===== src/rtl/mpps_pkg.sv =====
/*
 * Constants shared by the preemption sequencer, its message sender and the bus slave.
 * Assumes a 32-bit register bus and a 5-bit process priority held in the low bits
 * of each destination address word.
 */
package mpps_pkg;
    // ****************************************************************
    // Register byte offsets
    // ****************************************************************
    localparam logic [7:0]  OFS_CTRL    = 8'h00; // Enables
    localparam logic [7:0]  OFS_DEST0   = 8'h04; // First destination word
    localparam logic [7:0]  OFS_DEST1   = 8'h08; // Second destination word
    localparam logic [7:0]  OFS_MSG     = 8'h0C; // Message word
    localparam logic [7:0]  OFS_INTERIM = 8'h10; // Interim priority
    localparam logic [7:0]  OFS_NPLIM   = 8'h14; // Nonpreempt limit
    localparam logic [7:0]  OFS_CURPRIO = 8'h18; // Current priority, read only
    localparam logic [7:0]  OFS_STATUS  = 8'h1C; // Sequencer status, read only

    // ****************************************************************
    // Fields and reset values
    // ****************************************************************
    localparam int          PRIO_W      = 5;         // Priority width
    localparam int          PRIO_LSB    = 0;         // Priority field in address word
    localparam int          CTRL_MPEN   = 0;         // Multiprocessor preempt enable
    localparam int          CTRL_XPEN   = 1;         // External priority broadcast enable
    localparam logic [31:0] MSG_RST     = 32'h85000000; // Preempt process message code
    localparam logic [31:0] DEST_RST    = 32'h00000000; // Destination words after reset
    localparam logic [1:0]  CTRL_RST    = 2'h0;      // Both enables off
    localparam logic [4:0]  PRIO_RST    = 5'h00;     // Priority fields after reset
    localparam int          SYNC_STAGES = 2;         // Pin synchroniser depth

    // ****************************************************************
    // Sequencer states, Gray along the escalation path
    // ****************************************************************
    typedef enum logic [2:0] {
        MPPS_IDLE = 3'b000,
        MPPS_D0_O = 3'b001,
        MPPS_D1_O = 3'b011,
        MPPS_D0_R = 3'b010,
        MPPS_D1_R = 3'b110
    } mpps_state_t;

    // Outcome of the last preemption attempt
    typedef enum logic [1:0] {
        MPPS_OUT_NONE    = 2'h0,
        MPPS_OUT_ACCEPT  = 2'h1,
        MPPS_OUT_ABANDON = 2'h2
    } mpps_outcome_t;

    // Replace the priority field of an address word
    function automatic logic [31:0] mpps_set_prio(input logic [31:0] w,
                                                  input logic [PRIO_W-1:0] p);
        logic [31:0] r;
        r = w;
        r[PRIO_LSB +: PRIO_W] = p;
        return r;
    endfunction : mpps_set_prio
endpackage : mpps_pkg


===== src/rtl/mpps_msg_if.sv =====
/*
 * Request channel between the sequencer and the message sender.
 * Assumes both ends run on the same clock.
 */
`timescale 1ns/1ps
`default_nettype none
interface mpps_msg_if;
    logic        req;      // One-cycle request
    logic [31:0] addr;     // Destination address word
    logic [31:0] data;     // Message word
    logic        busy;     // Message outstanding
    logic        done_ack; // Pulse: accepted
    logic        done_nack;// Pulse: rejected
    modport seq (output req, addr, data, input busy, done_ack, done_nack);
    modport snd (input req, addr, data, output busy, done_ack, done_nack);
endinterface : mpps_msg_if
`default_nettype wire


===== src/rtl/mpps_top.sv =====
/*
 * Multiprocessor preemption sequencer with AHB-Lite register slave.
 * Sends preempt messages to two destinations with escalation, answers incoming
 * preempt messages, and broadcasts priority to the external filter.
 * Assumes processor events arrive as one-cycle pulses on hclk; the incoming
 * message strobe and filter answers are asynchronous pins.
 */
// Notes on behaviour
// - Broadcast interim priority on queueing instructions
// - Preempting schedule sends message to first destination
// - Receiver compares dispatch priority, suspends or resumes
// - Ack ends sequence, sender resumes
// - First nack: send to second destination
// - Second nack: resend first, raised priority
// - Raised nack: send raised to second
// - All rejected: abandon and resume
// - Suspended preempting process starts own sequence
// - Two destination words, then message word
// - Message word resets to preempt code
// - Broadcast current priority on switch, interrupt, modify
`timescale 1ns/1ps
`default_nettype none
module mpps_top
    import mpps_pkg::*;
(
    input  wire logic              hclk,          // Processor clock, 50 MHz
    input  wire logic              hresetn,       // Async reset, active low
    input  wire logic              hsel,          // Slave select
    input  wire logic [31:0]       haddr,         // Byte address
    input  wire logic [1:0]        htrans,        // Transfer type
    input  wire logic              hwrite,        // Write when high
    input  wire logic [2:0]        hsize,         // Word only
    input  wire logic [31:0]       hwdata,        // Write data
    input  wire logic              hready,        // Bus ready
    output logic [31:0]            hrdata,        // Read data
    output logic                   hreadyout,     // Slave ready
    output logic                   hresp,         // Always OKAY
    input  wire logic              sched_preempt, // Preempting process scheduled
    input  wire logic [PRIO_W-1:0] sched_prio,    // Its priority
    input  wire logic [PRIO_W-1:0] cur_prio,      // Current process priority
    input  wire logic              evt_queue_op,  // Send/signal/schedule instruction
    input  wire logic              evt_switch,    // Process switch
    input  wire logic              evt_intr,      // Interrupt not from a message
    input  wire logic              evt_modify,    // Modify process controls
    input  wire logic              rx_iac_n,      // Incoming message strobe, pin
    input  wire logic              cpu_intr,      // Processor is interrupted
    input  wire logic              cpu_stopped,   // Processor is stopped
    input  wire logic [PRIO_W-1:0] dispatch_prio, // Top priority at dispatch port
    input  wire logic              susp_is_preempt,// Current process may preempt
    output logic                   rx_suspend,    // Pulse: suspend and dispatch
    output logic                   rx_resume,     // Pulse: keep current process
    output logic                   seq_resume,    // Pulse: sequence over, resume
    output logic                   xprio_valid,   // Pulse: priority broadcast
    output logic [PRIO_W-1:0]      xprio_value,   // Broadcast priority
    output logic                   iac_valid,     // Outgoing message on bus
    output logic [31:0]            iac_addr,      // Outgoing address word
    output logic [31:0]            iac_data,      // Outgoing message word
    input  wire logic              iac_ack,       // Filter accepted, pin
    input  wire logic              iac_nack       // Filter rejected, pin
);
    // ****************************************************************
    // Declarations
    // ****************************************************************
    logic [1:0]         ctrl_r;     // Enables
    logic [31:0]        dest0_r;    // First destination
    logic [31:0]        dest1_r;    // Second destination
    logic [31:0]        msg_r;      // Message word
    logic [PRIO_W-1:0]  interim_r;  // Interim priority
    logic [PRIO_W-1:0]  nplim_r;    // Nonpreempt limit
    logic [PRIO_W-1:0]  raise_r;    // Preempting process priority
    mpps_state_t        state_r;    // Sequencer state
    mpps_outcome_t      outcome_r;  // Last outcome
    logic               wr_pend_r;  // Write data phase pending
    logic [7:0]         wr_ofs_r;   // Write offset
    logic [SYNC_STAGES-1:0] rx_sync_r; // Incoming strobe synchroniser
    logic               rx_prev_r;  // Previous synchronised strobe
    logic               rx_evt;     // Incoming message edge
    logic               rx_take;    // Receiver suspends
    logic               start;      // Start a sequence
    logic               ap_valid;   // Address phase accepted
    mpps_msg_if         mi ();      // Sender channel

    // ****************************************************************
    // Register bus
    // ****************************************************************
    assign ap_valid = hsel && hready && htrans[1];
    assign hresp    = 1'b0;

    // Capture write address, zero wait states
    always_ff @(posedge hclk or negedge hresetn) begin
        if (!hresetn) begin
            wr_pend_r <= 1'b0;
            wr_ofs_r  <= '0;
            hreadyout <= 1'b1;
        end else begin
            hreadyout <= 1'b1;
            wr_pend_r <= ap_valid && hwrite;
            wr_ofs_r  <= haddr[7:0];
        end
    end

    // Software registers, written in data phase
    always_ff @(posedge hclk or negedge hresetn) begin
        if (!hresetn) begin
            ctrl_r    <= CTRL_RST;
            dest0_r   <= DEST_RST;
            dest1_r   <= DEST_RST;
            msg_r     <= MSG_RST;
            interim_r <= PRIO_RST;
            nplim_r   <= PRIO_RST;
        end else if (wr_pend_r) begin
            unique case (wr_ofs_r)
                OFS_CTRL:    ctrl_r    <= hwdata[1:0];
                OFS_DEST0:   dest0_r   <= hwdata;
                OFS_DEST1:   dest1_r   <= hwdata;
                OFS_MSG:     msg_r     <= hwdata;
                OFS_INTERIM: interim_r <= hwdata[PRIO_W-1:0];
                OFS_NPLIM:   nplim_r   <= hwdata[PRIO_W-1:0];
                default:     ;  // Read-only or unmapped: ignored
            endcase
        end
    end

    // Read data registered at address phase
    always_ff @(posedge hclk or negedge hresetn) begin
        if (!hresetn) begin
            hrdata <= '0;
        end else if (ap_valid && !hwrite) begin
            unique case (haddr[7:0])
                OFS_CTRL:    hrdata <= {30'h0, ctrl_r};
                OFS_DEST0:   hrdata <= dest0_r;
                OFS_DEST1:   hrdata <= dest1_r;
                OFS_MSG:     hrdata <= msg_r;
                OFS_INTERIM: hrdata <= {27'h0, interim_r};
                OFS_NPLIM:   hrdata <= {27'h0, nplim_r};
                OFS_CURPRIO: hrdata <= {27'h0, cur_prio};
                OFS_STATUS:  hrdata <= {24'h0, mi.busy, outcome_r, 2'h0, state_r};
                default:     hrdata <= '0; // Unmapped reads zero
            endcase
        end
    end

    // ****************************************************************
    // Receiver side
    // ****************************************************************
    always_ff @(posedge hclk or negedge hresetn) begin
        if (!hresetn) begin
            rx_sync_r <= '0;
            rx_prev_r <= 1'b0;
        end else begin
            rx_sync_r <= {rx_sync_r[SYNC_STAGES-2:0], ~rx_iac_n};
            rx_prev_r <= rx_sync_r[SYNC_STAGES-1];
        end
    end
    assign rx_evt  = rx_sync_r[SYNC_STAGES-1] && !rx_prev_r;
    assign rx_take = (dispatch_prio > cur_prio) || (dispatch_prio > nplim_r);

    // Suspend or resume on an incoming message
    always_ff @(posedge hclk or negedge hresetn) begin
        if (!hresetn) begin
            rx_suspend <= 1'b0;
            rx_resume  <= 1'b0;
        end else begin
            rx_suspend <= rx_evt && !cpu_intr && !cpu_stopped && rx_take;
            rx_resume  <= rx_evt && !cpu_intr && !cpu_stopped && !rx_take;
        end
    end

    // ****************************************************************
    // Preemption sequencer
    // ****************************************************************
    assign start = ctrl_r[CTRL_MPEN] && state_r == MPPS_IDLE
                   && (sched_preempt || (rx_suspend && susp_is_preempt));

    // Escalation through both destinations at both priorities
    always_ff @(posedge hclk or negedge hresetn) begin
        if (!hresetn) begin
            state_r    <= MPPS_IDLE;
            raise_r    <= PRIO_RST;
            outcome_r  <= MPPS_OUT_NONE;
            seq_resume <= 1'b0;
            mi.req     <= 1'b0;
            mi.addr    <= '0;
            mi.data    <= '0;
        end else begin
            seq_resume <= 1'b0;
            mi.req     <= 1'b0;
            mi.data    <= msg_r;
            unique case (state_r)
                MPPS_IDLE: if (start) begin
                    raise_r <= sched_preempt ? sched_prio : cur_prio;
                    mi.req  <= 1'b1;
                    mi.addr <= dest0_r;
                    state_r <= MPPS_D0_O;
                end
                default: if (mi.done_ack) begin
                    outcome_r  <= MPPS_OUT_ACCEPT;
                    seq_resume <= 1'b1;
                    state_r    <= MPPS_IDLE;
                end else if (mi.done_nack) begin
                    unique case (state_r)
                        MPPS_D0_O: begin
                            mi.req  <= 1'b1;
                            mi.addr <= dest1_r;
                            state_r <= MPPS_D1_O;
                        end
                        MPPS_D1_O: begin
                            mi.req  <= 1'b1;
                            mi.addr <= mpps_set_prio(dest0_r, raise_r);
                            state_r <= MPPS_D0_R;
                        end
                        MPPS_D0_R: begin
                            mi.req  <= 1'b1;
                            mi.addr <= mpps_set_prio(dest1_r, raise_r);
                            state_r <= MPPS_D1_R;
                        end
                        default: begin
                            outcome_r  <= MPPS_OUT_ABANDON;
                            seq_resume <= 1'b1;
                            state_r    <= MPPS_IDLE;
                        end
                    endcase
                end
            endcase
        end
    end

    // ****************************************************************
    // External priority broadcast
    // ****************************************************************
    always_ff @(posedge hclk or negedge hresetn) begin
        if (!hresetn) begin
            xprio_valid <= 1'b0;
            xprio_value <= PRIO_RST;
        end else begin
            xprio_valid <= 1'b0;
            if (ctrl_r[CTRL_XPEN]) begin
                if (evt_switch || evt_intr || evt_modify) begin
                    xprio_valid <= 1'b1;
                    xprio_value <= cur_prio;
                end else if (evt_queue_op) begin
                    xprio_valid <= 1'b1;
                    xprio_value <= interim_r;
                end
            end
        end
    end

    // ****************************************************************
    // Message sender
    // ****************************************************************
    mpps_sender u_sender (
        .hclk      (hclk),
        .hresetn   (hresetn),
        .mi        (mi),
        .iac_valid (iac_valid),
        .iac_addr  (iac_addr),
        .iac_data  (iac_data),
        .iac_ack   (iac_ack),
        .iac_nack  (iac_nack)
    );
endmodule : mpps_top
`default_nettype wire


===== src/rtl/mpps_sender.sv =====
/*
 * Message sender: drives one message onto the bus pins and holds it until the
 * remote filter answers with ACK or NACK.
 * Assumes ACK and NACK arrive as levels from another domain, held until valid drops.
 */
`timescale 1ns/1ps
`default_nettype none
module mpps_sender
    import mpps_pkg::*;
(
    input  wire logic  hclk,       // Processor clock
    input  wire logic  hresetn,    // Async reset, active low
    mpps_msg_if.snd    mi,         // Sequencer side
    output logic        iac_valid,  // Message on bus
    output logic [31:0] iac_addr,   // Destination address word
    output logic [31:0] iac_data,   // Message word
    input  wire logic   iac_ack,    // Filter accepted, pin
    input  wire logic   iac_nack    // Filter rejected, pin
);
    logic [SYNC_STAGES-1:0] ack_sync_r;  // Ack synchroniser
    logic [SYNC_STAGES-1:0] nack_sync_r; // Nack synchroniser
    logic                   ack_s;       // Synchronised ack
    logic                   nack_s;      // Synchronised nack
    logic                   pend_r;      // Request waiting for old answer to clear

    // ****************************************************************
    // Pin synchronisers
    // ****************************************************************
    always_ff @(posedge hclk or negedge hresetn) begin
        if (!hresetn) begin
            ack_sync_r  <= '0;
            nack_sync_r <= '0;
        end else begin
            ack_sync_r  <= {ack_sync_r[SYNC_STAGES-2:0], iac_ack};
            nack_sync_r <= {nack_sync_r[SYNC_STAGES-2:0], iac_nack};
        end
    end
    assign ack_s  = ack_sync_r[SYNC_STAGES-1];
    assign nack_s = nack_sync_r[SYNC_STAGES-1];

    // ****************************************************************
    // One outstanding message, held until answered
    // ****************************************************************
    always_ff @(posedge hclk or negedge hresetn) begin
        if (!hresetn) begin
            iac_valid    <= 1'b0;
            iac_addr     <= '0;
            iac_data     <= '0;
            pend_r       <= 1'b0;
            mi.done_ack  <= 1'b0;
            mi.done_nack <= 1'b0;
        end else begin
            mi.done_ack  <= 1'b0;
            mi.done_nack <= 1'b0;
            if (iac_valid) begin
                if (ack_s) begin // Accepted: drop message
                    iac_valid   <= 1'b0;
                    mi.done_ack <= 1'b1;
                end else if (nack_s) begin // Rejected: drop message
                    iac_valid    <= 1'b0;
                    mi.done_nack <= 1'b1;
                end
            end else if ((mi.req || pend_r) && !ack_s && !nack_s) begin // Old answer gone
                iac_valid <= 1'b1;
                iac_addr  <= mi.addr;
                iac_data  <= mi.data;
                pend_r    <= 1'b0;
            end else if (mi.req) begin // Old answer still high: keep request
                pend_r    <= 1'b1;
            end
        end
    end
    assign mi.busy = iac_valid | pend_r | mi.done_ack | mi.done_nack;
endmodule : mpps_sender
`default_nettype wire


===== config.mk =====
export PLATFORM = sky130hd
export DESIGN_NAME = mpps_top
export DESIGN_NICKNAME = d
export VERILOG_FILES = /design/src/rtl/mpps_pkg.sv /design/src/rtl/mpps_msg_if.sv /design/src/rtl/mpps_top.sv /design/src/rtl/mpps_sender.sv
export SDC_FILE = /design/constraint.sdc
export NUM_CORES = 1
export LEC_CHECK = 0
export BUFFER_PORTS_ARGS = -buffer_cell sky130_fd_sc_hd__buf_2
export CORE_MARGIN = 3
export CORE_UTILIZATION = 45
export DETAILED_ROUTE_END_ITERATION = 10
export PLACE_DENSITY = 0.66
export SKIP_LAST_GASP = 1
export SYNTH_ARGS = -nofsm -noshare
export SYNTH_HDL_FRONTEND = slang
export SYNTH_HIERARCHICAL = 1
export SYNTH_SLANG_ARGS = --single-unit

===== constraint.sdc =====
create_clock -name hclk -period 2.67 [get_ports hclk]
set_input_delay 0.267 -clock hclk [delete_from_list [all_inputs] [get_ports hclk]]
set_output_delay 0.267 -clock hclk [all_outputs]
set_load 0.01 [all_outputs]

* Yosys cells after proc, flatten, opt, wreduce, memory -nomap -nowiden
Cells that the tools add are included.
Cells by class: muxes and demuxes 40, bitwise gates (word level) 6, $lt $le $gt $ge 2, equal/unequal tests 18, reductions and logical operators 49
Operators by type and width (number):
- $pmux 32 s8 | 1
- $mux 32 | 4
- $pmux 32 s3 | 1
- $eq 8x5->1 const B | 6
- $eq 8x4->1 const B | 4
- $mux 1 | 23
- $reduce_and 2->1 | 11
- $eq 8x3->1 const B | 2
- $logic_not 8->1 | 2
- $mux 5 | 3
- $logic_and 1x1->1 | 14
- $mux 3 | 4
- $gt 5x5->1 | 2
- $pmux 3 s3 | 1
- $reduce_bool 2->1 | 4
- $logic_not 1->1 | 7
- $eq 3x2->1 const B | 2
- $mux 2 | 3
- $logic_or 1x1->1 | 5
- $ne 2x2->1 const B | 2
- $reduce_and 4->1 | 1
- $reduce_bool 4->1 | 1
- $eq 3x1->1 const B | 1
- $logic_not 3->1 | 1
- other kinds (6) | 10
Storage, ports and cells: bits of input ports 100, flip-flop bits (word level) 308, word-level logic and storage cells 145, output and inout bits 108

* Longest topological paths before layout
Gate-level depths: netlist of run 1.
depth after elaboration 6, mapped depth 6, depth with buffers taken out 6

* Modules after synthesis
The synthesis of run 1 kept the hierarchy.
By module, submodules not included:
- mpps_top | cells an instance 712, area an instance 10035.9 um^2, sequential area each 5909.4 um^2, instances 1
- mpps_sender | cells an instance 153, area an instance 2950.3 um^2, sequential area each 1801.7 um^2, instances 1

* Worst setup path before layout of run 1
OpenSTA, ideal clock, no wires.
kind reg-to-reg, start point register wr_ofs_r[5], end point register dest1_r[10], arrival time 1.787 ns, setup time 0.127 ns, period minus slack after synthesis 1.914 ns, path buffers 2, path slack 0.756 ns, required time 2.543 ns, stages on the path, launching flop included 7, cell sequence dfrtp_1 or4b_4 nor2_4 and4b_1 buf_4 buf_6 mux2_1
On the way: longest elaborated chain between the ends 2
Ends and longest elaborated chain:
- from (decl) | RTL line mpps_top.sv:74 | logic [7:0] wr_ofs_r;
- from (signal assigned) | RTL line mpps_top.sv:98 | wr_ofs_r <= haddr[7:0];
- $eq 8x4->1 | RTL line mpps_top.sv:112 | unique case (wr_ofs_r)
- $reduce_and 2->1 (no line)
- to (signal assigned) | RTL line mpps_top.sv:115 | OFS_DEST1: dest1_r <= hwdata;
- to (decl) | RTL line mpps_top.sv:66 | logic [31:0] dest1_r;
Every way passes these cells. A chain may end at the register's enable or synchronous reset.

* Final worst setup path of run 1
start point input haddr[5], end point register hrdata[6]
On the way: longest elaborated chain between the ends 2, elaborated cells between the ends (all ways) 9, classes of those cells eq/ne: 7; mux: 1; reduce/logical: 1
Ends and longest elaborated chain:
- from (decl) | RTL line mpps_top.sv:29 | input wire logic [31:0] haddr,
- $eq 8x5->1, or another cell as far along | RTL line mpps_top.sv:129 | unique case (haddr[7:0])
- $pmux 32 s8 (*) | RTL line mpps_top.sv:129
- to (signal assigned) | RTL line mpps_top.sv:130 | OFS_CTRL: hrdata <= {30'h0, ctrl_r};
- to (signal assigned) | RTL line mpps_top.sv:131 | OFS_DEST0: hrdata <= dest0_r;
- to (signal assigned) | RTL line mpps_top.sv:132 | OFS_DEST1: hrdata <= dest1_r;
- to (decl) | RTL line mpps_top.sv:35 | output logic [31:0] hrdata,
Mark *: on every way between the ends. The rest lies on a longest branch, timed or not.

==> metrics.yaml, run 1 <==
timing.rr.start: "wr_ofs_r[5]$_DFF_PN0_"
path_class: "in2reg"
cts_tree: "yes"
internal_power_uw: 8270
cp-startpoint: "haddr[5]"
syn-num-nets: 975
hold_class: "in2reg"
chipWidth_um: 176
ys_ff_latch: 308
clock_skew_ps: 17.8
num_io_pins: 208
endpoint_kind: "flop"
path_clk_slew_ps: 60
viasPerCell: 5.24
finalCritPeriodShare_pct: 84.5
worst-r2r-setup-slack_ps: 500
final_max_slew_viol_count: 0
postCtsSetupRepairBufs: 0
root_buffer: "clkbuf_16"
finalSetupViolCount: 0
synthTopCellsByArea: "dfrtp_1, mux2_2, mux2_4"
hold_viol_final: 0
grt_use_total_pct: 19.5
synth_top_area_share_pct: 58.8
start_kind: "input pin"
fin_setup_tns_ps: 0
p_switching_uw: 2390
reg2reg_depth: 5
wire_per_inst_um: 20.1
cts.sinks: 308
grt_pass1_vias: 8280
min-delay-start: "hwdata[11]"
synthTopCellsByCount: "dfrtp_1, mux2_2, mux2_4, nand2_1, mux2_1"
grt_pass1_wl_um: 47600
drive_gt1_share_pct: 46.3
clock_tree.buffer_depth: 3
async_flop_share_pct: 100
routed_wl_um: 29600
synth_cells: 865
outcome: "completed"
combPwrFrac_pct: 7.9
syn_avg_cell_area_um2: 15.0
fmax_ghz: 0.443
critPathArrivalTime_ps: 2680
maxCapViolations: 0
r2r-end: "dest1_r[8]$_DFFE_PN0P_"
ant_nets: 0
area_growth_pct: 21.0
cts_htree_levels: 2
core-area_mm2: 0.0281
overflow: 0
cts_buffers: 34
synth_cell_types: 55
synth_edf_count: 0
syn_area_mm2: 0.0130
start_util_pct: 46.2
seqPwrFrac_pct: 46.8
antenna_cells: 0
worst_pin_slew_ps: 1050
yosys_warnings: 6
fin_nets: 1184
die_area_mm2: 0.0309
cp-endpoint: "hrdata[6]$_DFFE_PN0P_"
p_leak_uw: 0.00770
dp_hpwl_um: 19400
power_density_mw_per_mm2: 679
fin_crit_ps: 2260
total_power_uw: 10700
yosysSeqAreaShare_pct: 59.4
die_h_um: 176
row_count: 61
drt-initial-drc-count: 524
num_vias: 7744
globalplace.congestion: 0.798
grt_max_degree: 87
crit_required_ps: 3100
drc: 0
swShare_pct: 22.5
cp_slowest_stage_delay_ps: 860
crit_chain: "dlygate4sd3_1 > buf_2 > or4_1 > nor3_1 > a32oi_1 > nand2_1"
yosysMostFrequentCell: "dfrtp_1"
cpMaxStageDelayCell: "nor3_1"
critPathMaxFanout: 8
synth_top_area_cell: "dfrtp_1"
firstDrtPassIters: 5
power.share.clock_pct: 45.3
rsz0062_at_grt: "false"
vdd_drop_max_v: 0.000359
antenna_found_initial: 0
ys.flop_type: "dfrtp_1"
relSlewSlack_pct: 29.4
portBuffers: 177
clk_latency_ps: 500
[cells by family (layout without fill, tap and decap cells)]
kind of cell	count (synthesis)	count (layout)	share of synthesized area, %
AO/OA/AOI/OAI	111	111	6.24
AND/OR/NAND/NOR	89	89	3.68
adder cells (fa/ha/maj)	10	10	0.963
multiplexers	278	278	26.2
XOR/XNOR	1	1	0.0675
flip-flops	308	308	59.4
buffers and inverters	66	301	3.41
other	2	2	0.0578
[power groups by stage]
stage               logic, µW  registers [µW]  clock network (µW)
finish                    841            4990                4830
global route              932            5010                5160
CTS                       858            4990                4960
detailed placement        829            5070                   0
global placement          819            5070                   0
floorplan                 419            5070                   0
[routing by layer]
metal	GRT usage [%]	share of wire (%)	vias to the layer above
li1	-	-	3576
met1	27.3	45	3946
met2	32.1	48	182
met3	2.88	4.3	40
met4	5.58	2.2	0
met5	0	0	-
[worst min-delay path by stage]
| stage | to | slack [ps] | cells after the start |
|---|---|---|---|
| floorplan | ctrl_r[0]$_DFFE_PN0P_ | -30 | 0 |
| global placement | mi.addr[7]$_DFFE_PN0P_ | 260 | 1 |
| detailed placement | mi.addr[7]$_DFFE_PN0P_ | 260 | 1 |
| CTS | dest1_r[11]$_DFFE_PN0P_ | 0.1 | 2 |
| global route | dest1_r[9]$_DFFE_PN0P_ | 10 | 2 |
| finish | dest1_r[11]$_DFFE_PN0P_ | 30 | 2 |
[critical path: cells and delay by family]
kind                   cells  cell delay (ps)
buffers and inverters      2              710
AND/OR/NAND/NOR            3             1480
AO/OA/AOI/OAI              1              220
[timing repair]
action	4_1_cts	5_1_grt
hold buffers	20	0
gates resized for setup	0	0
hold endpoints to repair	82	0
[metrics by stage]
step                cell area [µm²]  hold slack (ps)  util (%)  worst slack (ps)  std cells
detailed placement            14300              261      51.0               492       1396
finish                        15700             27.0      55.9               413       1478
CTS                           15700            0.140      55.9               451       1478
global placement              14300              260      51.0               457       1396
global route                  15700             11.3      55.9               310       1478
floorplan                     13000            -28.6         -               756        865
[placed cells by master, fill, tap and decap left out, types with 6 or more instances in the layout]
master / n
buf_2: 176
clkbuf_8: 6
ha_1: 10
buf_4: 19
nor2_1: 9
dlygate4sd3_1: 20
nor3_1: 6
mux2_2: 166
clkinv_2: 10
dfrtp_1: 305
clkbuf_16: 37
inv_1: 14
o21ai_0: 15
a21oi_1: 10
mux2_1: 39
buf_12: 9
mux2i_1: 8
a22oi_1: 33
nand2_1: 42
o31ai_1: 25
mux2_4: 60
[sequential cells by signal, indices dropped and copies added, names as in the netlist, 8 cells and up]
| register | cells |
|---|---|
| dest0_r | 32 |
| dest1_r | 32 |
| hrdata | 32 |
| mi.addr | 32 |
| mi.data | 32 |
| msg_r | 32 |
| u_sender/iac_addr | 32 |
| u_sender/iac_data | 32 |
| wr_ofs_r | 8 |
[layout make-up]
class                      instances  area, µm²
fill                            2350      12400
sequential                       308       7710
multi-input combinational        491       4870
timing repair buffer             225       1420
clock buffer                      47       1020
tap                              378        473
clock inverter                    15        156
inverter                          14       52.6
Note: power is estimated with default switching activity, not from simulation.
==> inputs of run 2 (changes only) <==
==> constraint.sdc (replaced) <==
create_clock -name hclk -period 2.1 [get_ports hclk]
set_input_delay 0.21 -clock hclk [delete_from_list [all_inputs] [get_ports hclk]]
set_output_delay 0.21 -clock hclk [all_outputs]
set_load 0.01 [all_outputs]
==> metrics.yaml, run 2 (synthesized netlist as in run 1, its figures left out) <==
internal_power_uw: 10200
cp-endpoint: "dest1_r[1]$_DFFE_PN0P_"
ctsResizeCount: 0
final_common_cell: "dfrtp_1"
place_area_mm2: 0.0145
portBuffers: 177
busiest_layer: "met2"
antenna_found_initial: 0
r2r-end: "dest1_r[1]$_DFFE_PN0P_"
endpoint_kind: "flop"
path_class: "reg2reg"
reg2reg_depth: 5
p_switching_uw: 3000
cts_buffers: 34
fillCellCount: 2332
core-area_mm2: 0.0281
combPwrFrac_pct: 8.5
area_growth_pct: 23.0
root_buffer: "clkbuf_16"
die_area_mm2: 0.0309
hold_class: "in2reg"
grt_use_total_pct: 19.5
clock_skew_ps: 24.1
fin_setup_tns_ps: 0
drc: 0
holdBufCountCts: 39
cts.sinks: 308
power_density_mw_per_mm2: 824
finalSetupViolCount: 0
clock_tree.buffer_depth: 3
grt_use_met1_pct: 27.0
die_h_um: 176
critPathMaxFanout: 20
power.share.clock_pct: 43.3
hold_viol_final: 0
met2_usage_pct: 32.0
fin_crit_ps: 2010
overflow: 0
swShare_pct: 22.8
crit_required_ps: 2460
worst-r2r-setup-slack_ps: 90
num_vias: 7947
cpMaxStageDelayCell: "or4b_4"
ant_nets: 0
finalCritPeriodShare_pct: 95.9
cp-startpoint: "wr_ofs_r[5]$_DFF_PN0_"
p_leak_uw: 0.00784
cp_slowest_stage_delay_ps: 560
start_kind: "flop"
cts_htree_levels: 2
row_count: 61
crit_chain: "or4b_4 > nor2_4 > and4b_2 > buf_12 > mux2_2"
fin_nets: 1219
num_io_pins: 208
final_area_mm2: 0.0160
maxCapViolations: 0
grt_pass1_wl_um: 47400
viasPerCell: 5.26
path_clk_slew_ps: 60
drt-initial-drc-count: 482
worst_pin_slew_ps: 595
cts_tree: "yes"
rsz0062_at_grt: "false"
grt_pass1_vias: 8473
routed_wl_um: 29700
firstDrtPassIters: 4
timing.rr.start: "wr_ofs_r[5]$_DFF_PN0_"
dp_hpwl_um: 19800
wire_per_inst_um: 19.7
globalplace.congestion: 0.795
postCtsSetupRepairBufs: 0
layout_common_cells: "dfrtp_1, buf_2, mux2_2, mux2_4, nand2_1"
critPathArrivalTime_ps: 2380
seqPwrFrac_pct: 48.2
fmax_ghz: 0.496
relSlewSlack_pct: 60.3
final_max_slew_viol_count: 0
drive_gt1_share_pct: 46.0
clk_latency_ps: 500
chipWidth_um: 176
grt_use_met3_pct: 2.94
outcome: "completed"
antenna_cells: 0
vdd_drop_max_v: 0.000514
start_util_pct: 46.2
grt_max_degree: 63
==> run 2: cell count changes in the layout (fill, tap and decap cells not counted), sizes merged <==
cell,change
buf,+16
bufinv,-2
clkinvlp,-1
dlygate4sd3,+19
inv,+2
==> run 2: area by class of cell <==
class | count | area, µm² | area share [%]
clock buffer | 47 | 981 | 6.14
clock inverter | 14 | 106 | 0.666
inverter | 14 | 52.6 | 0.329
multi-input combinational | 491 | 4870 | 30.5
sequential | 308 | 7710 | 48.3
tap | 378 | 473 | 2.96
timing repair buffer | 260 | 1780 | 11.1
==> run 2: how the worst min path moves through the flow <==
stage	cells after the start	startpoint	endpoint
6_report	2	hwdata[4]	dest1_r[4]$_DFFE_PN0P_
3_5_place_dp	1	hresetn	msg_r[5]$_DFFE_PN0P_
4_1_cts	2	hwdata[4]	dest1_r[4]$_DFFE_PN0P_
3_3_place_gp	1	hresetn	u_sender/iac_data[7]$_DFFE_PN0P_
2_1_floorplan	0	hresetn	ctrl_r[0]$_DFFE_PN0P_
5_1_grt	2	hwdata[2]	dest1_r[2]$_DFFE_PN0P_
==> run 2: routing by layer <==
layer | up-vias | share of wire (%)
met5 | - | 0
met4 | 0 | 2.3
met3 | 51 | 4.4
met2 | 201 | 48
met1 | 4057 | 45
li1 | 3638 | -
==> run 2: power by group through the flow <==
stage                     clock network, µW  registers (µW)  logic, µW
after CTS                              5860            6340       1140
after global routing                   6100            6370       1240
after global placement                    0            6440       1060
final                                  5700            6340       1120
after detailed placement                  0            6450       1080
after floorplan                           0            6450        533
==> run 2: critical path: cells and delay by family (launching register included) <==
kind          cells  cell delay, ps
simple gates      3             940
flops             1             370
mux               1             350
buf+inv           1             210
==> run 2: through the flow <==
stage	cells	setup slack [ps]	hold slack, ps	power (µW)	utilization, %
after floorplan	865	186	-85.6	6990	-
after global placement	1412	129	197	7500	51.6
after detailed placement	1412	105	194	7530	51.6
after CTS	1512	78.2	10.4	13300	56.9
after global routing	1512	30.2	30.1	13700	56.9
final	1512	85.6	28.2	13200	56.9
